===== config.mk =====
export PLATFORM = sky130hd
export DESIGN_NAME = lolu_unit
export DESIGN_NICKNAME = d
export VERILOG_FILES = /design/src/lolu_pkg.sv /design/src/lolu_unit.sv /design/src/lolu_extend.sv
export SDC_FILE = /design/constraint.sdc
export NUM_CORES = 1
export LEC_CHECK = 0
export BUFFER_PORTS_ARGS = -buffer_cell sky130_fd_sc_hd__buf_2
export CORE_ASPECT_RATIO = 0.75
export CORE_MARGIN = 2
export CORE_UTILIZATION = 55
export CTS_CLUSTER_SIZE = 16
export DETAILED_ROUTE_END_ITERATION = 8
export HOLD_SLACK_MARGIN = 0.15
export MAX_ROUTING_LAYER = met4
export PLACE_DENSITY = 0.89
export SETUP_SLACK_MARGIN = 0.15
export SLEW_MARGIN = 5
export SYNTH_ARGS = -nofsm -noshare
export SYNTH_HDL_FRONTEND = slang
export SYNTH_SLANG_ARGS = --single-unit

===== constraint.sdc =====
create_clock -name sys_clk -period 5.6 [get_ports sys_clk]
set_input_delay 1.12 -clock sys_clk [delete_from_list [all_inputs] [get_ports sys_clk]]
set_output_delay 1.12 -clock sys_clk [all_outputs]
set_load 0.005 [all_outputs]

===== src/lolu_pkg.sv =====
// constants and carrier types for the long-offset load unit
// assumes one core clock and a 32-bit word-wide data memory port
package lolu_pkg;

	// ==================================================================
	// instruction word layout of the long constant-offset load form
	localparam int unsigned FLD_DST_HI   = 27;
	localparam int unsigned FLD_DST_LO   = 23;
	localparam int unsigned FLD_CST_HI   = 22;
	localparam int unsigned FLD_CST_LO   = 8;
	localparam int unsigned FLD_BASE_SEL = 7;
	localparam int unsigned FLD_TYPE_HI  = 6;
	localparam int unsigned FLD_TYPE_LO  = 4;
	localparam int unsigned FLD_FMT_HI   = 3;
	localparam int unsigned FLD_FMT_LO   = 2;
	localparam int unsigned FLD_DST_SIDE = 1;
	localparam logic [1:0]  FMT_LONG_LD  = 2'h3;
	localparam int unsigned CST_WIDTH    = 15;

	// ==================================================================
	// access type field encodings
	localparam logic [2:0] TYPE_SBYTE = 3'h2;
	localparam logic [2:0] TYPE_UBYTE = 3'h1;
	localparam logic [2:0] TYPE_SHALF = 3'h4;
	localparam logic [2:0] TYPE_UHALF = 3'h0;
	localparam logic [2:0] TYPE_WORD  = 3'h6;

	// ==================================================================
	// timing: issue in cycle 0, memory request cycle 1, data cycle 3,
	// write-back strobe cycle 4, readable by cycle 5 (four delay slots)
	localparam int unsigned DELAY_SLOTS  = 4;
	localparam int unsigned STAGES       = 3;

	// ==================================================================
	// apb register map (byte addresses) and reset values
	localparam logic [7:0]  REG_CTRL      = 8'h00;
	localparam logic [7:0]  REG_ADDR_MODE = 8'h04;
	localparam logic [7:0]  REG_COUNT     = 8'h08;
	localparam logic [7:0]  REG_LAST_ADDR = 8'h0c;
	localparam int unsigned CTRL_EN_BIT   = 0;
	localparam int unsigned CTRL_SUB_BIT  = 1;
	localparam logic        CTRL_EN_RST   = 1'b1;
	localparam logic        CTRL_SUB_RST  = 1'b0;
	localparam logic [15:0] ADDR_MODE_RST = 16'h0000;

	// ==================================================================
	// carriers
	typedef struct packed {
		logic        psel;
		logic        penable;
		logic        pwrite;
		logic [7:0]  paddr;
		logic [31:0] pwdata;
	} lolu_apb_req_type;

	typedef struct packed {
		logic        valid;
		logic [31:0] word;
		logic        unit_d2;
		logic        pred_true;
	} lolu_issue_type;

	typedef struct packed {
		logic        valid;
		logic [2:0]  ltype;
		logic        dst_b;
		logic [4:0]  dst_reg;
		logic [1:0]  lane;
	} lolu_stage_type;

	typedef struct packed {
		logic        wr_a;
		logic        wr_b;
		logic [4:0]  reg_idx;
		logic [31:0] data;
	} lolu_wb_type;

endpackage : lolu_pkg


===== src/lolu_unit.sv =====
// long constant-offset load unit: decode, address, memory request, write-back
// assumes issue inputs and memory data come from logic on sys_clk, and that
// memory returns the addressed word two cycles after mem_req_q
//
// Summary of operation
// RULE1: base is B14 when bit clear, B15 otherwise
// RULE2: offset is 15-bit unsigned instruction constant
// RULE3: only the second data unit accepts it
// RULE4: offset shifted 0, 1, 2 per size
// RULE5: base plus/minus offset is address; base untouched
// RULE6: always linear addressing, mode setting ignored
// RULE7: half/byte data land in low bits
// RULE8: signed loads sign-extend the upper bits
// RULE9: unsigned loads zero-fill the upper bits
// RULE10: word loads fill all 32 bits
// RULE11: side bit picks A or B file
// RULE12: type field decodes five load kinds
// RULE13: false predicate means no access, no write
// RULE14: result visible after four delay slots
`timescale 1ns/1ps
module lolu_unit (
	// clock and reset
	input  wire logic                     sys_clk,
	input  wire logic                     rst_b,
	// apb slave
	input  wire lolu_pkg::lolu_apb_req_type apb_req,
	output logic      [31:0]              prdata,
	output logic                          pready,
	output logic                          pslverr,
	// issue from the pipeline and the two pointer registers
	input  wire lolu_pkg::lolu_issue_type iss,
	input  wire logic [31:0]              base_b14,
	input  wire logic [31:0]              base_b15,
	// data memory port
	output logic                          mem_req,
	output logic      [31:0]              mem_addr,
	input  wire logic [31:0]              mem_rdata,
	// register file write-back
	output lolu_pkg::lolu_wb_type         wb
);
	import lolu_pkg::*;

	// ==================================================================
	// state
	typedef struct packed {
		logic [31:0]                       prdata;
		logic                              pready;
		logic                              pslverr;
		logic                              ctrl_en;
		logic                              ctrl_sub;
		logic [15:0]                       addr_mode;
		logic [15:0]                       load_cnt;
		logic [15:0]                       refuse_cnt;
		lolu_stage_type [STAGES-1:0]       stg;
		logic                              mem_req;
		logic [31:0]                       mem_addr;
		lolu_wb_type                       wb;
	} lolu_state_type;

	lolu_state_type st_q;
	lolu_state_type st_d;

	// ==================================================================
	// decode
	logic        is_long_ld;
	logic        accept;
	logic        refuse;
	logic [2:0]  ld_type;
	logic [14:0] cst;
	logic [31:0] scaled;
	logic [31:0] base_val;
	logic [31:0] eff_addr;
	logic        type_ok;
	logic [31:0] ext_out;
	logic        apb_acc;
	logic        apb_hit;

	assign ld_type = iss.word[FLD_TYPE_HI:FLD_TYPE_LO];
	assign cst     = iss.word[FLD_CST_HI:FLD_CST_LO]; // see RULE2
	assign type_ok = (ld_type == TYPE_SBYTE) || (ld_type == TYPE_UBYTE) ||
	                 (ld_type == TYPE_SHALF) || (ld_type == TYPE_UHALF) ||
	                 (ld_type == TYPE_WORD); // see RULE12
	assign is_long_ld = iss.valid && type_ok &&
	                    (iss.word[FLD_FMT_HI:FLD_FMT_LO] == FMT_LONG_LD);
	// a load offered to any other unit is refused outright
	assign accept = is_long_ld && iss.unit_d2 && iss.pred_true && st_q.ctrl_en; // see RULE3
	assign refuse = is_long_ld && !(iss.unit_d2 && iss.pred_true && st_q.ctrl_en); // see RULE13

	always_comb begin
		case (ld_type) // see RULE4
			TYPE_SHALF, TYPE_UHALF: scaled = {16'h0000, cst, 1'b0};
			TYPE_WORD:              scaled = {15'h0000, cst, 2'b00};
			default:                scaled = {17'h00000, cst};
		endcase
	end

	assign base_val = iss.word[FLD_BASE_SEL] ? base_b15 : base_b14; // see RULE1
	// addr_mode is never consulted here: circular buffers do not apply
	assign eff_addr = st_q.ctrl_sub ? (base_val - scaled) : (base_val + scaled); // see RULE6

	// the word stands on mem_rdata while its load sits in the last stage
	lolu_extend u_extend (
		.ltype    (st_q.stg[2].ltype),
		.lane     (st_q.stg[2].lane),
		.mem_word (mem_rdata),
		.result   (ext_out)
	);

	assign apb_acc = apb_req.psel && apb_req.penable && !st_q.pready;
	assign apb_hit = (apb_req.paddr == REG_CTRL) || (apb_req.paddr == REG_ADDR_MODE) ||
	                 (apb_req.paddr == REG_COUNT) || (apb_req.paddr == REG_LAST_ADDR);

	// ==================================================================
	// next state
	always_comb begin
		st_d = st_q;

		// apb: answer one cycle into the access phase; writes land there too
		st_d.pready  = apb_acc;
		st_d.pslverr = apb_acc && !apb_hit;
		st_d.prdata  = 32'h00000000;
		if (apb_acc && !apb_req.pwrite) begin
			case (apb_req.paddr)
				REG_CTRL:      st_d.prdata = {30'h00000000, st_q.ctrl_sub, st_q.ctrl_en};
				REG_ADDR_MODE: st_d.prdata = {16'h0000, st_q.addr_mode};
				REG_COUNT:     st_d.prdata = {st_q.refuse_cnt, st_q.load_cnt};
				REG_LAST_ADDR: st_d.prdata = st_q.mem_addr;
				default:       st_d.prdata = 32'h00000000;
			endcase
		end
		if (apb_acc && apb_req.pwrite) begin
			case (apb_req.paddr)
				REG_CTRL: begin
					st_d.ctrl_en  = apb_req.pwdata[CTRL_EN_BIT];
					st_d.ctrl_sub = apb_req.pwdata[CTRL_SUB_BIT];
				end
				REG_ADDR_MODE: st_d.addr_mode = apb_req.pwdata[15:0];
				default: ;
			endcase
		end

		// issue stage to memory request
		st_d.mem_req = accept; // see RULE13
		if (accept) begin
			st_d.mem_addr = eff_addr; // see RULE5
			st_d.load_cnt = st_q.load_cnt + 16'h0001;
		end
		if (refuse) begin
			st_d.refuse_cnt = st_q.refuse_cnt + 16'h0001;
		end

		// delay pipeline: stg[0] cycle 1, stg[1] cycle 2, stg[2] cycle 3 (data arrives)
		st_d.stg[0].valid   = accept;
		st_d.stg[0].ltype   = ld_type;
		st_d.stg[0].dst_b   = iss.word[FLD_DST_SIDE];
		st_d.stg[0].dst_reg = iss.word[FLD_DST_HI:FLD_DST_LO];
		st_d.stg[0].lane    = eff_addr[1:0];
		for (int i = 1; i < STAGES; i++) begin
			st_d.stg[i] = st_q.stg[i-1]; // see RULE14
		end

		// extend the word in cycle 3 as it arrives, present write-back in cycle 4;
		// index and data hold between loads
		st_d.wb.wr_a = st_q.stg[2].valid && !st_q.stg[2].dst_b; // see RULE11
		st_d.wb.wr_b = st_q.stg[2].valid && st_q.stg[2].dst_b;  // see RULE11
		if (st_q.stg[2].valid) begin
			st_d.wb.reg_idx = st_q.stg[2].dst_reg;
			st_d.wb.data    = ext_out; // see RULE14
		end
	end

	// ==================================================================
	// registers
	always_ff @(posedge sys_clk or negedge rst_b) begin
		if (!rst_b) begin
			st_q           <= '0;
			st_q.ctrl_en   <= CTRL_EN_RST;
			st_q.ctrl_sub  <= CTRL_SUB_RST;
			st_q.addr_mode <= ADDR_MODE_RST;
		end else begin
			st_q <= st_d;
		end
	end

	assign prdata   = st_q.prdata;
	assign pready   = st_q.pready;
	assign pslverr  = st_q.pslverr;
	assign mem_req  = st_q.mem_req;
	assign mem_addr = st_q.mem_addr;
	assign wb       = st_q.wb;

	logic [31:0] exp_b14_word;
	logic [31:0] exp_b15_byte;
	logic [31:0] exp_b15_word;
	assign exp_b14_word = base_b14 + {15'h0000, cst, 2'b00};
	assign exp_b15_word = base_b15 + {15'h0000, cst, 2'b00};
	assign exp_b15_byte = base_b15 + {17'h00000, cst};
endmodule : lolu_unit


===== src/lolu_extend.sv =====
// lane select and sign or zero extension of loaded memory data
// assumes a little-endian 32-bit memory word and a pure combinational use
`timescale 1ns/1ps
module lolu_extend (
	// load description
	input  wire logic [2:0]  ltype,
	input  wire logic [1:0]  lane,
	// memory word and result
	input  wire logic [31:0] mem_word,
	output logic      [31:0] result
);
	import lolu_pkg::*;

	logic [7:0]  byte_val;
	logic [15:0] half_val;

	always_comb begin
		byte_val = mem_word[8*lane +: 8];
		half_val = lane[1] ? mem_word[31:16] : mem_word[15:0];
		case (ltype) // see RULE12
			TYPE_SBYTE: result = {{24{byte_val[7]}}, byte_val};  // see RULE8
			TYPE_UBYTE: result = {24'h000000, byte_val};         // see RULE9
			TYPE_SHALF: result = {{16{half_val[15]}}, half_val}; // see RULE8
			TYPE_UHALF: result = {16'h0000, half_val};           // see RULE7
			TYPE_WORD:  result = mem_word;                       // see RULE10
			default:    result = 32'h00000000;
		endcase
	end

endmodule : lolu_extend


Yosys cells after proc, flatten, opt, wreduce, memory -nomap -nowiden
Cells that the tools add are included.
Storage, ports and cells
  bits in registers: 191
  latch bits: 0
  RAM bits: 0
  memory bits (read-only): 0
  input bits: 176
  output and inout port bits: 106
  logic and storage cells: 85
  memories kept: 0
Cells by class
  $add $sub $neg: 4
  $mul: 0
  div/mod/pow operators: 0
  $lt $le $gt $ge: 0
  equality and inequality tests: 12
  shift operators: 1
  mux-type cells: 7
  bitwise operators: 0
  reduce and logical (&&, ||, !) cells: 33
Operators with widths (number)
  $pmux 32 s5: 1
  $pmux 32 s4: 1
  $mux 32: 3
  $pmux 17 s2: 1
  $add 16x1->16 const B: 2
  $add 32x32->32: 1
  $shiftx 32x6->8: 1
  $sub 32x32->32: 1
  $eq 8x4->1 const B: 2
  $mux 16: 1
  $logic_and 1x1->1: 15
  $eq 3x3->1 const B: 4
  $eq 8x3->1 const B: 1
  $logic_not 8->1: 1
  $logic_or 1x1->1: 7
  $eq 3x1->1 const B: 2
  $eq 3x2->1 const B: 2
  $logic_not 3->1: 2
  $logic_not 1->1: 5
  $reduce_and 2->1: 2
  $eq 2x2->1 const B: 1
  $reduce_or 2->1: 1

Logic depth before layout (Yosys ltp)
Gate-level depths: netlist (run 1).
  word-level depth: 10
  gate-level depth with buffers: 20
  gate-level depth less buffers: 19

By module
Synthesis (run 1) repeated with hierarchy kept, for this count alone.
Second synthesis, totals
  cells, all modules: 1096
  area, all modules: 11285.8 µm²
Modules (own cells, without submodules)
  lolu_unit: times used 1, cells each 986, area an instance 10537.6 µm², sequential area each 4780.8 µm²
  lolu_extend: times used 1, cells each 110, area an instance 748.2 µm², sequential area each 0.0 µm²

Worst setup path after synthesis (run 1)
OpenSTA, ideal clock, no wires.
  path kind: input-to-reg
  start point: in iss[6] (netlist name)
  end point: reg st_q (netlist bit mem_addr[26])
  library setup time: 0.133 ns
  data arrival time: 4.968 ns
  data required time: 5.467 ns
  path slack: 0.498 ns
  stages: 18
  buffers on the path: 2
  cell sequence: clkbuf_1 > clkbuf_1 > or2_2 > a22oi_1 > ha_1 > nor2b_1 > a21oi_1 > xnor2_1 > ha_1 > a21o_1 > a221o_1 > a2111oi_1 > o31ai_1 > o211ai_1 > nand2_1 > a21boi_0 > xor2_1 > o21ai_0
Between the ends
  word-level cells in the longest chain between the ends: 10
  elaborated cells on any way between the ends: 19
  classes of those cells: add/sub (2); eq/ne (4); mux (2); reduce/logical (11)
RTL lines
  from (decl): line lolu_unit.sv:31  | input wire lolu_pkg::lolu_issue_type iss,
  branches (longest 10 deep; another with $add 32x32->32)
  to (signal assigned): line lolu_unit.sv:181  | st_q <= st_d;
  to (decl): line lolu_unit.sv:60  | lolu_state_type st_q;
Several ways; the timed one is not identified.
A chain may end at the register's enable or synchronous reset.

Final worst setup path (run 1)
  start point: in iss[8] (netlist name)
  end point: reg st_q (netlist bit mem_addr[22])
Same word-level chain as after synthesis.

==> metrics.md, run 1 <==
| Metric | Value |
|---|---|
| Ys Warns | `0` |
| Asr flop ratio synth | `1.00` |
| Violated checks | `DRC` |
| Number of vias per cell | `about 5.8` |
| VDD IR max | `0.000195 V` |
| DR vias | `8721` |
| GPL Wtd Cong | `between 0.9 and 1` |
| WP data arrival | `~5300 ps` |
| Pin count of the biggest net entering global routing | `~110` |
| Fillers | `1566` |
| Root buf cell | `clkbuf_16` |
| NetSw | `~840 uW` |
| Clock buffer depth | `2` |
| Share of cells above drive strength 1 | `0.316` |
| Hold path depth | `0` |
| CP startpoint kind | `input pin` |
| Post-route core utilization | `0.633` |
| Yosys cell types | `58` |
| Hold-fix buffers, CTS | `0` |
| Die Wd | `167 um` |
| Multi-input logic area | `5090 um^2` |
| Routing usage on met1 | `0.361` |
| Setup TNS | `0 ps` |
| P&R area growth vs syn | `12.1%` |
| Drt total wl | `27600 um` |
| Final period utilization | `0.900` |
| Met2 Use GR | `0.420` |
| Slew Limit Fails | `0` |
| Initial antenna violation count | `0` |
| Most area-hungry cell type in the Yosys netlist | `dfrtp_1` |
| Max-cap viol count | `0` |
| # DRC | `21` |
| Hold_sp | `st_d[92]` |
| Total internal power | `roughly 2300 uW` |
| Critical path class | `in2reg` |
| CP Cell Sequence | `buf_2 > nand2_2 > o22a_1 > o22a_1 > or4_1 > buf_4 > nor3_1 > a21oi_1 > xnor2_1 > ha_1 > a21oi_1 > inv_1 > a2111oi_1 > buf_4 > o31ai_1 > o211ai_1 > nand2_1 > nor2_1 > xor2_1 > o21ai_0` |
| Synthesized Nets | `1311` |
| Worst r2r src | `st_q[156]` |
| Main flop type after synthesis | `dfrtp_1` |
| Vias in the first global route | `roughly 8200` |
| Power per cell area | `roughly 250 nW/um^2` |
| Hold endpoint | `st_d[104]` |
| CP top delay family | `compound AO/OA/AOI/OAI gates` |
| Clock slew at reported path FFs | `about 70 ps` |
| Initial Util | `0.565` |
| Grt peak-use layer | `met2` |
| Max stage delay cell, worst path | `or4_1` |
| Nets | `about 1500` |
| CP Buf/Inv Count | `4` |
| Critical path required time | `5880 ps` |
| Top cells by area, synth | `dfrtp_1, mux2_2, buf_4, xnor2_1, ha_1` |
| Critical path endpoint category | `flop` |
| Post-synthesis sequential area ratio | `0.434` |
| FF+latch area | `roughly 4800 um^2` |
| TritonCTS clock tree | `built` |
| Final hold vios | `0` |
| DRT iter0 DRCs | `788` |
| Ports | `282` |
| Core area | `~19000 um^2` |
| Row count | `44` |
| Clk_lat worst skew | `420 ps` |
| Hold Crit Class | `reg2reg` |
| All-Layer GR Usage | `0.267` |
| Area share of the largest cell type after synthesis | `0.432` |
| Synth Register Bits | `191` |
| FF-to-FF setup slack | `1460 ps` |
| ANT cells | `0` |
| Gr ovfl total | `0` |
| Syn Inst Count | `1100` |
| Post-synth EDFFs | `0` |
| Fin crit period | `5040 ps` |
| Logic gate share of total power | `0.175` |
| Setup Fix Bufs, Post-CTS | `0` |
| Sw frac | `0.268` |
| Post-CTS Resized | `0` |
| RSZ-0062 raised after global routing | `false` |
| CP Launch Point | `iss[8]` |
| Critical path peak fanout | `7` |
| Mean Syn Cell Area | `10.0 um^2` |
| Clk pwr share | `0.359` |
| Met3 Usage GRT | `0.0406` |
| Port bufs | `260` |
| Sink Count | `191` |
| Worst path max stage delay | `560 ps` |
| Worst Clk Skew | `about 6.4 ps` |
| Post-DP HPWL | `20800 um` |
| Static Leak | `0.00613 uW` |
| Worst R2R End | `mem_addr[22]` |
| Measured slew at the worst slew-check pin | `1180 ps` |
| Fmax | `198 MHz` |
| WL per Instance | `about 18 um` |
| Slew margin rel. | `0.209` |
| Antenna Nets Post-Route | `0` |
| First-pass GRT wire length | `43500 um` |
| Area of the mapped netlist | `about 11000 um^2` |
| Cell depth of the worst flop-to-flop path | `12` |
| Status | `finished, violations left` |
| DIE AREA | `21200 um^2` |
| Die H | `around 130 um` |
| Final setup viols | `0` |
| DR pass1 iterations | `8` |
| H-tree Lvls | `4` |
| Seq pwr share | `0.466` |
| TritonCTS buffer count | `17` |
## synth_stat cells (8+ instances only)
cell,count
a21o_1,14
a21oi_1,55
a221oi_1,8
a222oi_1,8
a22oi_1,17
a31oi_1,8
and3_1,11
buf_4,103
clkbuf_1,44
dfrtp_1,190
ha_1,34
inv_1,46
mux2_2,74
mux2i_1,19
nand2_1,74
nand3_1,16
nand4_1,13
nor2_1,70
nor2b_1,15
nor3_1,8
o21ai_0,48
o21bai_1,13
o22a_1,24
o22ai_1,36
xnor2_1,49
xor2_1,27
## worst register-to-register path, cell delays in order, from the launching register on
cell,delay [ps]
dfrtp_1,1000
o21ai_0,380
fa_1,500
a21o_1,190
a221o_1,330
a2111oi_1,460
buf_4,210
o31ai_1,90
o211ai_1,180
nand2_1,140
nor2_1,220
xor2_1,200
o21ai_0,110
## metal layers
metal	vias up	share of wire
met5	-	0
met4	0	0.020
met3	48	0.075
met2	445	0.47
met1	4148	0.44
li1	4080	-
## cell type report
| type | instances | area share |
|---|---|---|
| Inverter | 47 | 0.0143 |
| Tap cell | 253 | 0.0256 |
| Clock buffer | 21 | 0.0373 |
| Multi-Input combinational cell | 710 | 0.413 |
| Timing Repair Buffer | 275 | 0.115 |
| Sequential cell | 191 | 0.387 |
| Clock inverter | 10 | 0.00730 |
## metrics by stage
| stage | setup slack, ps | cell area [um^2] | total power (uW) | cells | hold WS (ps) |
|---|---|---|---|---|---|
| after floorplan | 498 | 11000 | 1830 | 1100 | 331 |
| after global placement | 349 | 11800 | 2010 | 1476 | 332 |
| after detailed placement | 165 | 11800 | 2020 | 1476 | 335 |
| after CTS | 612 | 12300 | 3150 | 1507 | 347 |
| after global routing | 274 | 12300 | 3270 | 1507 | 355 |
| final | 558 | 12300 | 3140 | 1507 | 347 |
## worst max-delay path by stage
stage	end	slack, ps	cells past startpoint
final	mem_addr[22]	560	20
after global routing	mem_addr[24]	270	20
after CTS	mem_addr[22]	610	20
after detailed placement	mem_addr[22]	170	20
after global placement	mem_addr[30]	350	20
after floorplan	mem_addr[26]	500	18
## layout by cell type (no fill, tap or decap), types with 8 or more instances in the layout
| cell type | instances |
|---|---|
| nor3_1 | 8 |
| and3_1 | 11 |
| nor2b_1 | 15 |
| o22a_1 | 24 |
| o21ai_0 | 48 |
| nand4_1 | 13 |
| inv_1 | 46 |
| a22oi_1 | 17 |
| dfrtp_1 | 190 |
| nand3_1 | 16 |
| a21o_1 | 14 |
| buf_4 | 15 |
| o22ai_1 | 36 |
| a221oi_1 | 8 |
| ha_1 | 34 |
| xnor2_1 | 49 |
| mux2i_1 | 19 |
| clkbuf_16 | 17 |
| buf_2 | 259 |
| mux2_2 | 74 |
| a21oi_1 | 55 |
| o21bai_1 | 13 |
| nand2_1 | 74 |
| xor2_1 | 27 |
| nor2_1 | 70 |
| a222oi_1 | 8 |
| a31oi_1 | 8 |
## kinds of logic after synthesis
logic type	after synthesis	share of synthesized area
buffers and inverters	199	0.103
DFF	191	0.434
and+or+nand+nor	237	0.103
adders and majority gates	35	0.0405
xor gates and xnor gates	76	0.0604
muxes	95	0.0970
AOI/OAI and AO/OA	267	0.162
## power groups by stage
stage,Combinational [uW],Sequential [uW],Clock (uW)
after floorplan,360,1470,0
after global placement,525,1480,0
after detailed placement,538,1480,0
after CTS,544,1460,1150
after global routing,601,1460,1210
final,549,1460,1130
## registers in the layout, summed over array words and instances, names as in the netlist
signal    cells
st_q         62
wb           39
mem_addr     32
prdata       32
st_d         23
mem_req       1
pready        1
pslverr       1
No activity file was read; power rests on OpenSTA's default activity.
==> inputs of run 2 (changes only) <==
Settings changed: CORE_ASPECT_RATIO 0.75 to 0.9.
==> run 2 against run 1 <==
The flow now finishes without violations. Hold slack gained 0.82 ps. Power grew 3.1%. Global-route usage shrank 0.89 points. Combinational power shrank 1%. Non-clock buffer count shrank 1. Design area grew 0.38%. Clock power grew 9%. Worst setup slack gained 26 ps. First-iteration DRC count shrank 21%. Largest power group unchanged.
==> metrics.md, run 2 (same netlist as run 1, synthesis figures left out) <==
| Metric | Value |
|---|---|
| DR vias | `about 8600` |
| Critical path peak fanout | `10` |
| Ports | `around 280` |
| First-pass GRT wire length | `42700 um` |
| Fillers | `1590` |
| Clock slew at reported path FFs | `60 ps` |
| DRT iter0 DRCs | `620` |
| Measured slew at the worst slew-check pin | `1070 ps` |
| Final setup viols | `0` |
| Largest Register | `st_q` |
| WP data arrival | `5300 ps` |
| Post-CTS Resized | `0` |
| VDD IR max | `0.000222 V` |
| DR pass1 iterations | `5` |
| TritonCTS buffer count | `17` |
| Worst path max stage delay | `between 500 and 600 ps` |
| Multi-input logic area | `5090 um^2` |
| DIE AREA | `21200 um^2` |
| Port bufs | `260` |
| Die Wd | `153 um` |
| FF+latch area | `roughly 4800 um^2` |
| Antenna Nets Post-Route | `0` |
| NetSw | `851 uW` |
| Share of cells above drive strength 1 | `0.315` |
| Hold-fix buffers, CTS | `0` |
| # DRC | `0` |
| CP Cell Sequence | `buf_2 > nand2_2 > o22a_1 > o22a_1 > or4_1 > buf_4 > nor3_1 > a21oi_1 > xnor2_1 > ha_1 > a21oi_1 > inv_1 > a2111oi_1 > buf_4 > o31ai_1 > o211ai_1 > nand2_1 > a31oi_1 > xor2_1 > o21ai_0` |
| Setup Fix Bufs, Post-CTS | `0` |
| Total internal power | `around 2400 uW` |
| Pin count of the biggest net entering global routing | `117` |
| Gr ovfl total | `0` |
| Clk pwr share | `0.381` |
| Critical path endpoint category | `flop` |
| ANT cells | `0` |
| Static Leak | `0.00615 uW` |
| Critical path required time | `5890 ps` |
| Seq pwr share | `0.452` |
| WL per Instance | `17.6 um` |
| Design area | `12400 um^2` |
| Drt total wl | `approximately 27000 um` |
| Clock buffer depth | `2` |
| Slew margin rel. | `0.284` |
| Max reg flops | `62` |
| Max stage delay cell, worst path | `or4_1` |
| Power per cell area | `261 nW/um^2` |
| Core area | `19800 um^2` |
| Vias in the first global route | `about 8300` |
| Worst Clk Skew | `10.9 ps` |
| Final hold vios | `0` |
| Fin crit period | `roughly 5000 ps` |
| Final period utilization | `0.896` |
| All-Layer GR Usage | `0.258` |
| Sink Count | `between 150 and 200` |
| Setup TNS | `0 ps` |
| Die H | `138 um` |
| H-tree Lvls | `4` |
| TritonCTS clock tree | `built` |
| P&R area growth vs syn | `12.5%` |
| Initial Util | `0.556` |
| Status | `finished, final reports clean` |
| Row count | `approximately 50` |
| Max-cap viol count | `0` |
| RSZ-0062 raised after global routing | `false` |
| PnR Total Power | `3230 uW` |
| Post-DP HPWL | `20300 um` |
| Nets | `roughly 1500` |
| CP startpoint kind | `input pin` |
| Post-placement cell area | `11800 um^2` |
| Number of vias per cell | `5.72` |
| Root buf cell | `clkbuf_16` |
| Initial antenna violation count | `0` |
| GPL Wtd Cong | `0.936` |
| Most frequent cells in the layout | `buf_2, dfrtp_1, nand2_1, mux2_2, nor2_1` |
| Sw frac | `0.263` |
| Hold Crit Class | `reg2reg` |
| Logic gate share of total power | `0.167` |
| Slew Limit Fails | `0` |
| Commonest non-fill, non-tap cell in the layout | `buf_2` |
| Fmax | `199 MHz` |
| Clk_lat worst skew | `430 ps` |
| Critical path class | `in2reg` |
## run 2: per-stage QoR
step / setup slack (ps) / hold WS (ps) / util / std cells
floorplan: 498 / 331 / - / 1100
global placement: 259 / 332 / 0.595 / 1477
detailed placement: 182 / 335 / 0.595 / 1477
CTS: 622 / 350 / 0.626 / 1508
global route: 255 / 351 / 0.626 / 1508
finish: 584 / 348 / 0.626 / 1508
## run 2: final cells by class
type / count / area share
clock buffer: 20 / 0.0361
clock inverter: 11 / 0.0125
inverter: 47 / 0.0142
multi-input combinational: 710 / 0.411
sequential: 191 / 0.386
tap: 255 / 0.0258
timing repair buffer: 274 / 0.114
## run 2: final timing paths
path	endpoint	startpoint	slack [ps]	cells after the start
setup reg to reg	mem_addr[24]	st_q[156]	1460	12
min in group asynchronous	pslverr	rst_b	820	1
hold / removal	st_q[96]	st_d[96]	350	0
setup / recovery	mem_addr[24]	iss[8]	580	20
hold reg to reg	st_q[96]	st_d[96]	350	0
max in group asynchronous	st_q[106]	rst_b	3680	2
## run 2: critical path: cells and delay by family
family | cells | cell delay (ps)
AO/OA/AOI/OAI | 9 | 1790
XOR/XNOR | 2 | 380
adder cells (fa/ha/maj) | 1 | 320
buffers and inverters | 4 | 640
AND/OR/NAND/NOR | 4 | 1030
## run 2: routing by layer
layer  global-route usage  part of all wire  up-vias
met5                    -                 0        -
met4               0.0853             0.026        0
met3               0.0379             0.063       58
met2                0.403              0.47      415
met1                0.350              0.44     4066
li1                     -                 -     4081
## run 2: power by group through the flow
stage	Sequential, uW	Clock (uW)	Combinational, uW
3_3_place_gp	1480	0	521
6_report	1460	1230	541
2_1_floorplan	1470	0	360
4_1_cts	1460	1250	537
5_1_grt	1470	1310	598
3_5_place_dp	1490	0	533
==> inputs of run 3 (changes only) <==
Settings changed: RECOVER_POWER from default to 50.
==> run 3 against run 2 <==
Sequential share of layout area rose by 0.14 points. Largest power group unchanged. Clock power barely moved. First-iteration DRC count rose by 1.3%. Die area did not move. Sequential power barely moved. Fmax fell by 0.40%. Largest cell class unchanged. Design area fell by 0.36%. Worst setup slack got worse by 20 ps. Hold slack barely moved. The flow now finishes with violations (capacitance limit, slew limit). Critical path depth did not move. Via count fell by 0.10%.
==> metrics.md, run 3 (same netlist as run 1, synthesis figures left out) <==
| Metric | Value |
|---|---|
| Gr ovfl total | `0` |
| Final hold vios | `0` |
| Slew Limit Fails | `roughly 200` |
| Max stage delay cell, worst path | `or4_1` |
| Routing usage on met1 | `0.350` |
| Final setup viols | `0` |
| Clock slew at reported path FFs | `70 ps` |
| PnR Total Power | `3230 uW` |
| CP Cell Sequence | `buf_2 > nand2_2 > o22a_1 > o22a_1 > or4_1 > buf_4 > nor3_1 > a21oi_1 > xnor2_1 > ha_1 > a21oi_1 > inv_1 > a2111oi_1 > buf_4 > o31ai_1 > o211ai_1 > nand2_1 > a21boi_0 > xor2_1 > o21ai_0` |
| Core area | `19800 um^2` |
| Met2 Use GR | `0.403` |
| All-Layer GR Usage | `0.258` |
| H-tree Lvls | `4` |
| DR vias | `8611` |
| TritonCTS buffer count | `17` |
| Clock buffer depth | `2` |
| TritonCTS clock tree | `built` |
| Largest Register | `st_q` |
| Worst Clk Skew | `11.1 ps` |
| Grt peak-use layer | `met2` |
| Post-DP HPWL | `20300 um` |
| RSZ-0062 raised after global routing | `false` |
| Commonest non-fill, non-tap cell in the layout | `buf_2` |
| Number of vias per cell | `5.71` |
| Most frequent cells in the layout | `buf_2, dfrtp_1, nand2_1, mux2_2, nor2_1` |
| Pin count of the biggest net entering global routing | `117` |
| Critical path required time | `5890 ps` |
| Clk_lat worst skew | `430 ps` |
| GPL Wtd Cong | `between 0.9 and 1` |
| DRT iter0 DRCs | `628` |
| Die H | `138 um` |
| Final period utilization | `0.899` |
| P&R area growth vs syn | `12.1%` |
| Violated checks | `capacitance limit, slew limit` |
| Ports | `282` |
| Drt total wl | `26600 um` |
| Fin crit period | `5040 ps` |
| Post-CTS Resized | `0` |
| Vias in the first global route | `~8300` |
| Hold Crit Class | `reg2reg` |
| Initial antenna violation count | `0` |
| VDD IR max | `0.000223 V` |
| Hold-fix buffers, CTS | `0` |
| Final Non-Filler Cells | `about 1500` |
| CP Buf/Inv Count | `4` |
| Slew margin rel. | `-0.865` |
| CP top delay family | `compound AO/OA/AOI/OAI gates` |
| Initial Util | `0.556` |
| ANT cells | `0` |
| WL per Instance | `17.7 um` |
| Port bufs | `between 200 and 300` |
| Root buf cell | `clkbuf_16` |
| Nets | `1452` |
| Critical path peak fanout | `10` |
| Max-cap viol count | `3` |
| Worst path max stage delay | `550 ps` |
| Placed cells | `between 1000 and 1500` |
| Status | `finished, violations left` |
| First-pass GRT wire length | `42700 um` |
| Share of cells above drive strength 1 | `0.295` |
| FF-to-FF setup slack | `1460 ps` |
| Power per cell area | `262 nW/um^2` |
| Row count | `slightly below 50` |
| Setup Fix Bufs, Post-CTS | `0` |
| Antenna Nets Post-Route | `0` |
| WP data arrival | `5320 ps` |
| Measured slew at the worst slew-check pin | `approximately 2800 ps` |
| Critical path endpoint category | `flop` |
| # DRC | `0` |
| Max reg flops | `between 60 and 70` |
| Die Wd | `153 um` |
| Sink Count | `approximately 190` |
| DIE AREA | `approximately 21000 um^2` |
| Static Leak | `0.00605 uW` |
| Met3 Usage GRT | `0.0379` |
| Critical path class | `in2reg` |
| Setup TNS | `0 ps` |
| Fmax | `199 MHz` |
| CP startpoint kind | `input pin` |
| DR pass1 iterations | `5` |
-- run 3: cell types whose count changed in the layout (fill, tap and decap cells not counted) --
cell,before,now
buf_4,14,12
buf_1,0,1
buf_2,259,236
clkbuf_8,2,1
and2_1,6,5
and2_0,0,1
clkbuf_2,0,1
clkbuf_1,2,26
-- run 3: cell type report --
type / count / area [um^2]
clock buffer: 20 / 447
clock inverter: 11 / 155
fill: 1602 / 7460
inverter: 47 / 176
multi-input combinational: 710 / 5090
sequential: 191 / 4780
tap: 255 / 319
timing repair buffer: 274 / 1370
-- run 3: path summary, 6_finish.rpt --
check,start,to,depth (start not counted)
max,iss[8],mem_addr[26],20
min,st_d[96],st_q[96],0
max reg2reg,st_q[156],mem_addr[26],12
min reg2reg,st_d[96],st_q[96],0
max in group asynchronous,rst_b,st_d[106],2
min in group asynchronous,rst_b,pslverr,1
-- run 3: per-layer routing --
layer,up-vias,wire (um)
met4,0,678
met2,389,12600
met5,-,0
li1,4084,-
met3,56,1660
met1,4082,11600
-- run 3: report_power, final --
part	internal, uW	switching [uW]	total, uW
clock network	719	513	1230
logic	244	296	540
registers	1420	43.0	1460
total	2380	852	3230
-- run 3: stage by stage --
step	util	setup WS, ps	hold slack (ps)	area (um^2)
floorplan	-	498	331	11000
global placement	0.595	259	332	11800
detailed placement	0.595	182	335	11800
CTS	0.626	622	350	12400
global route	0.623	255	351	12300
finish	0.623	564	348	12300
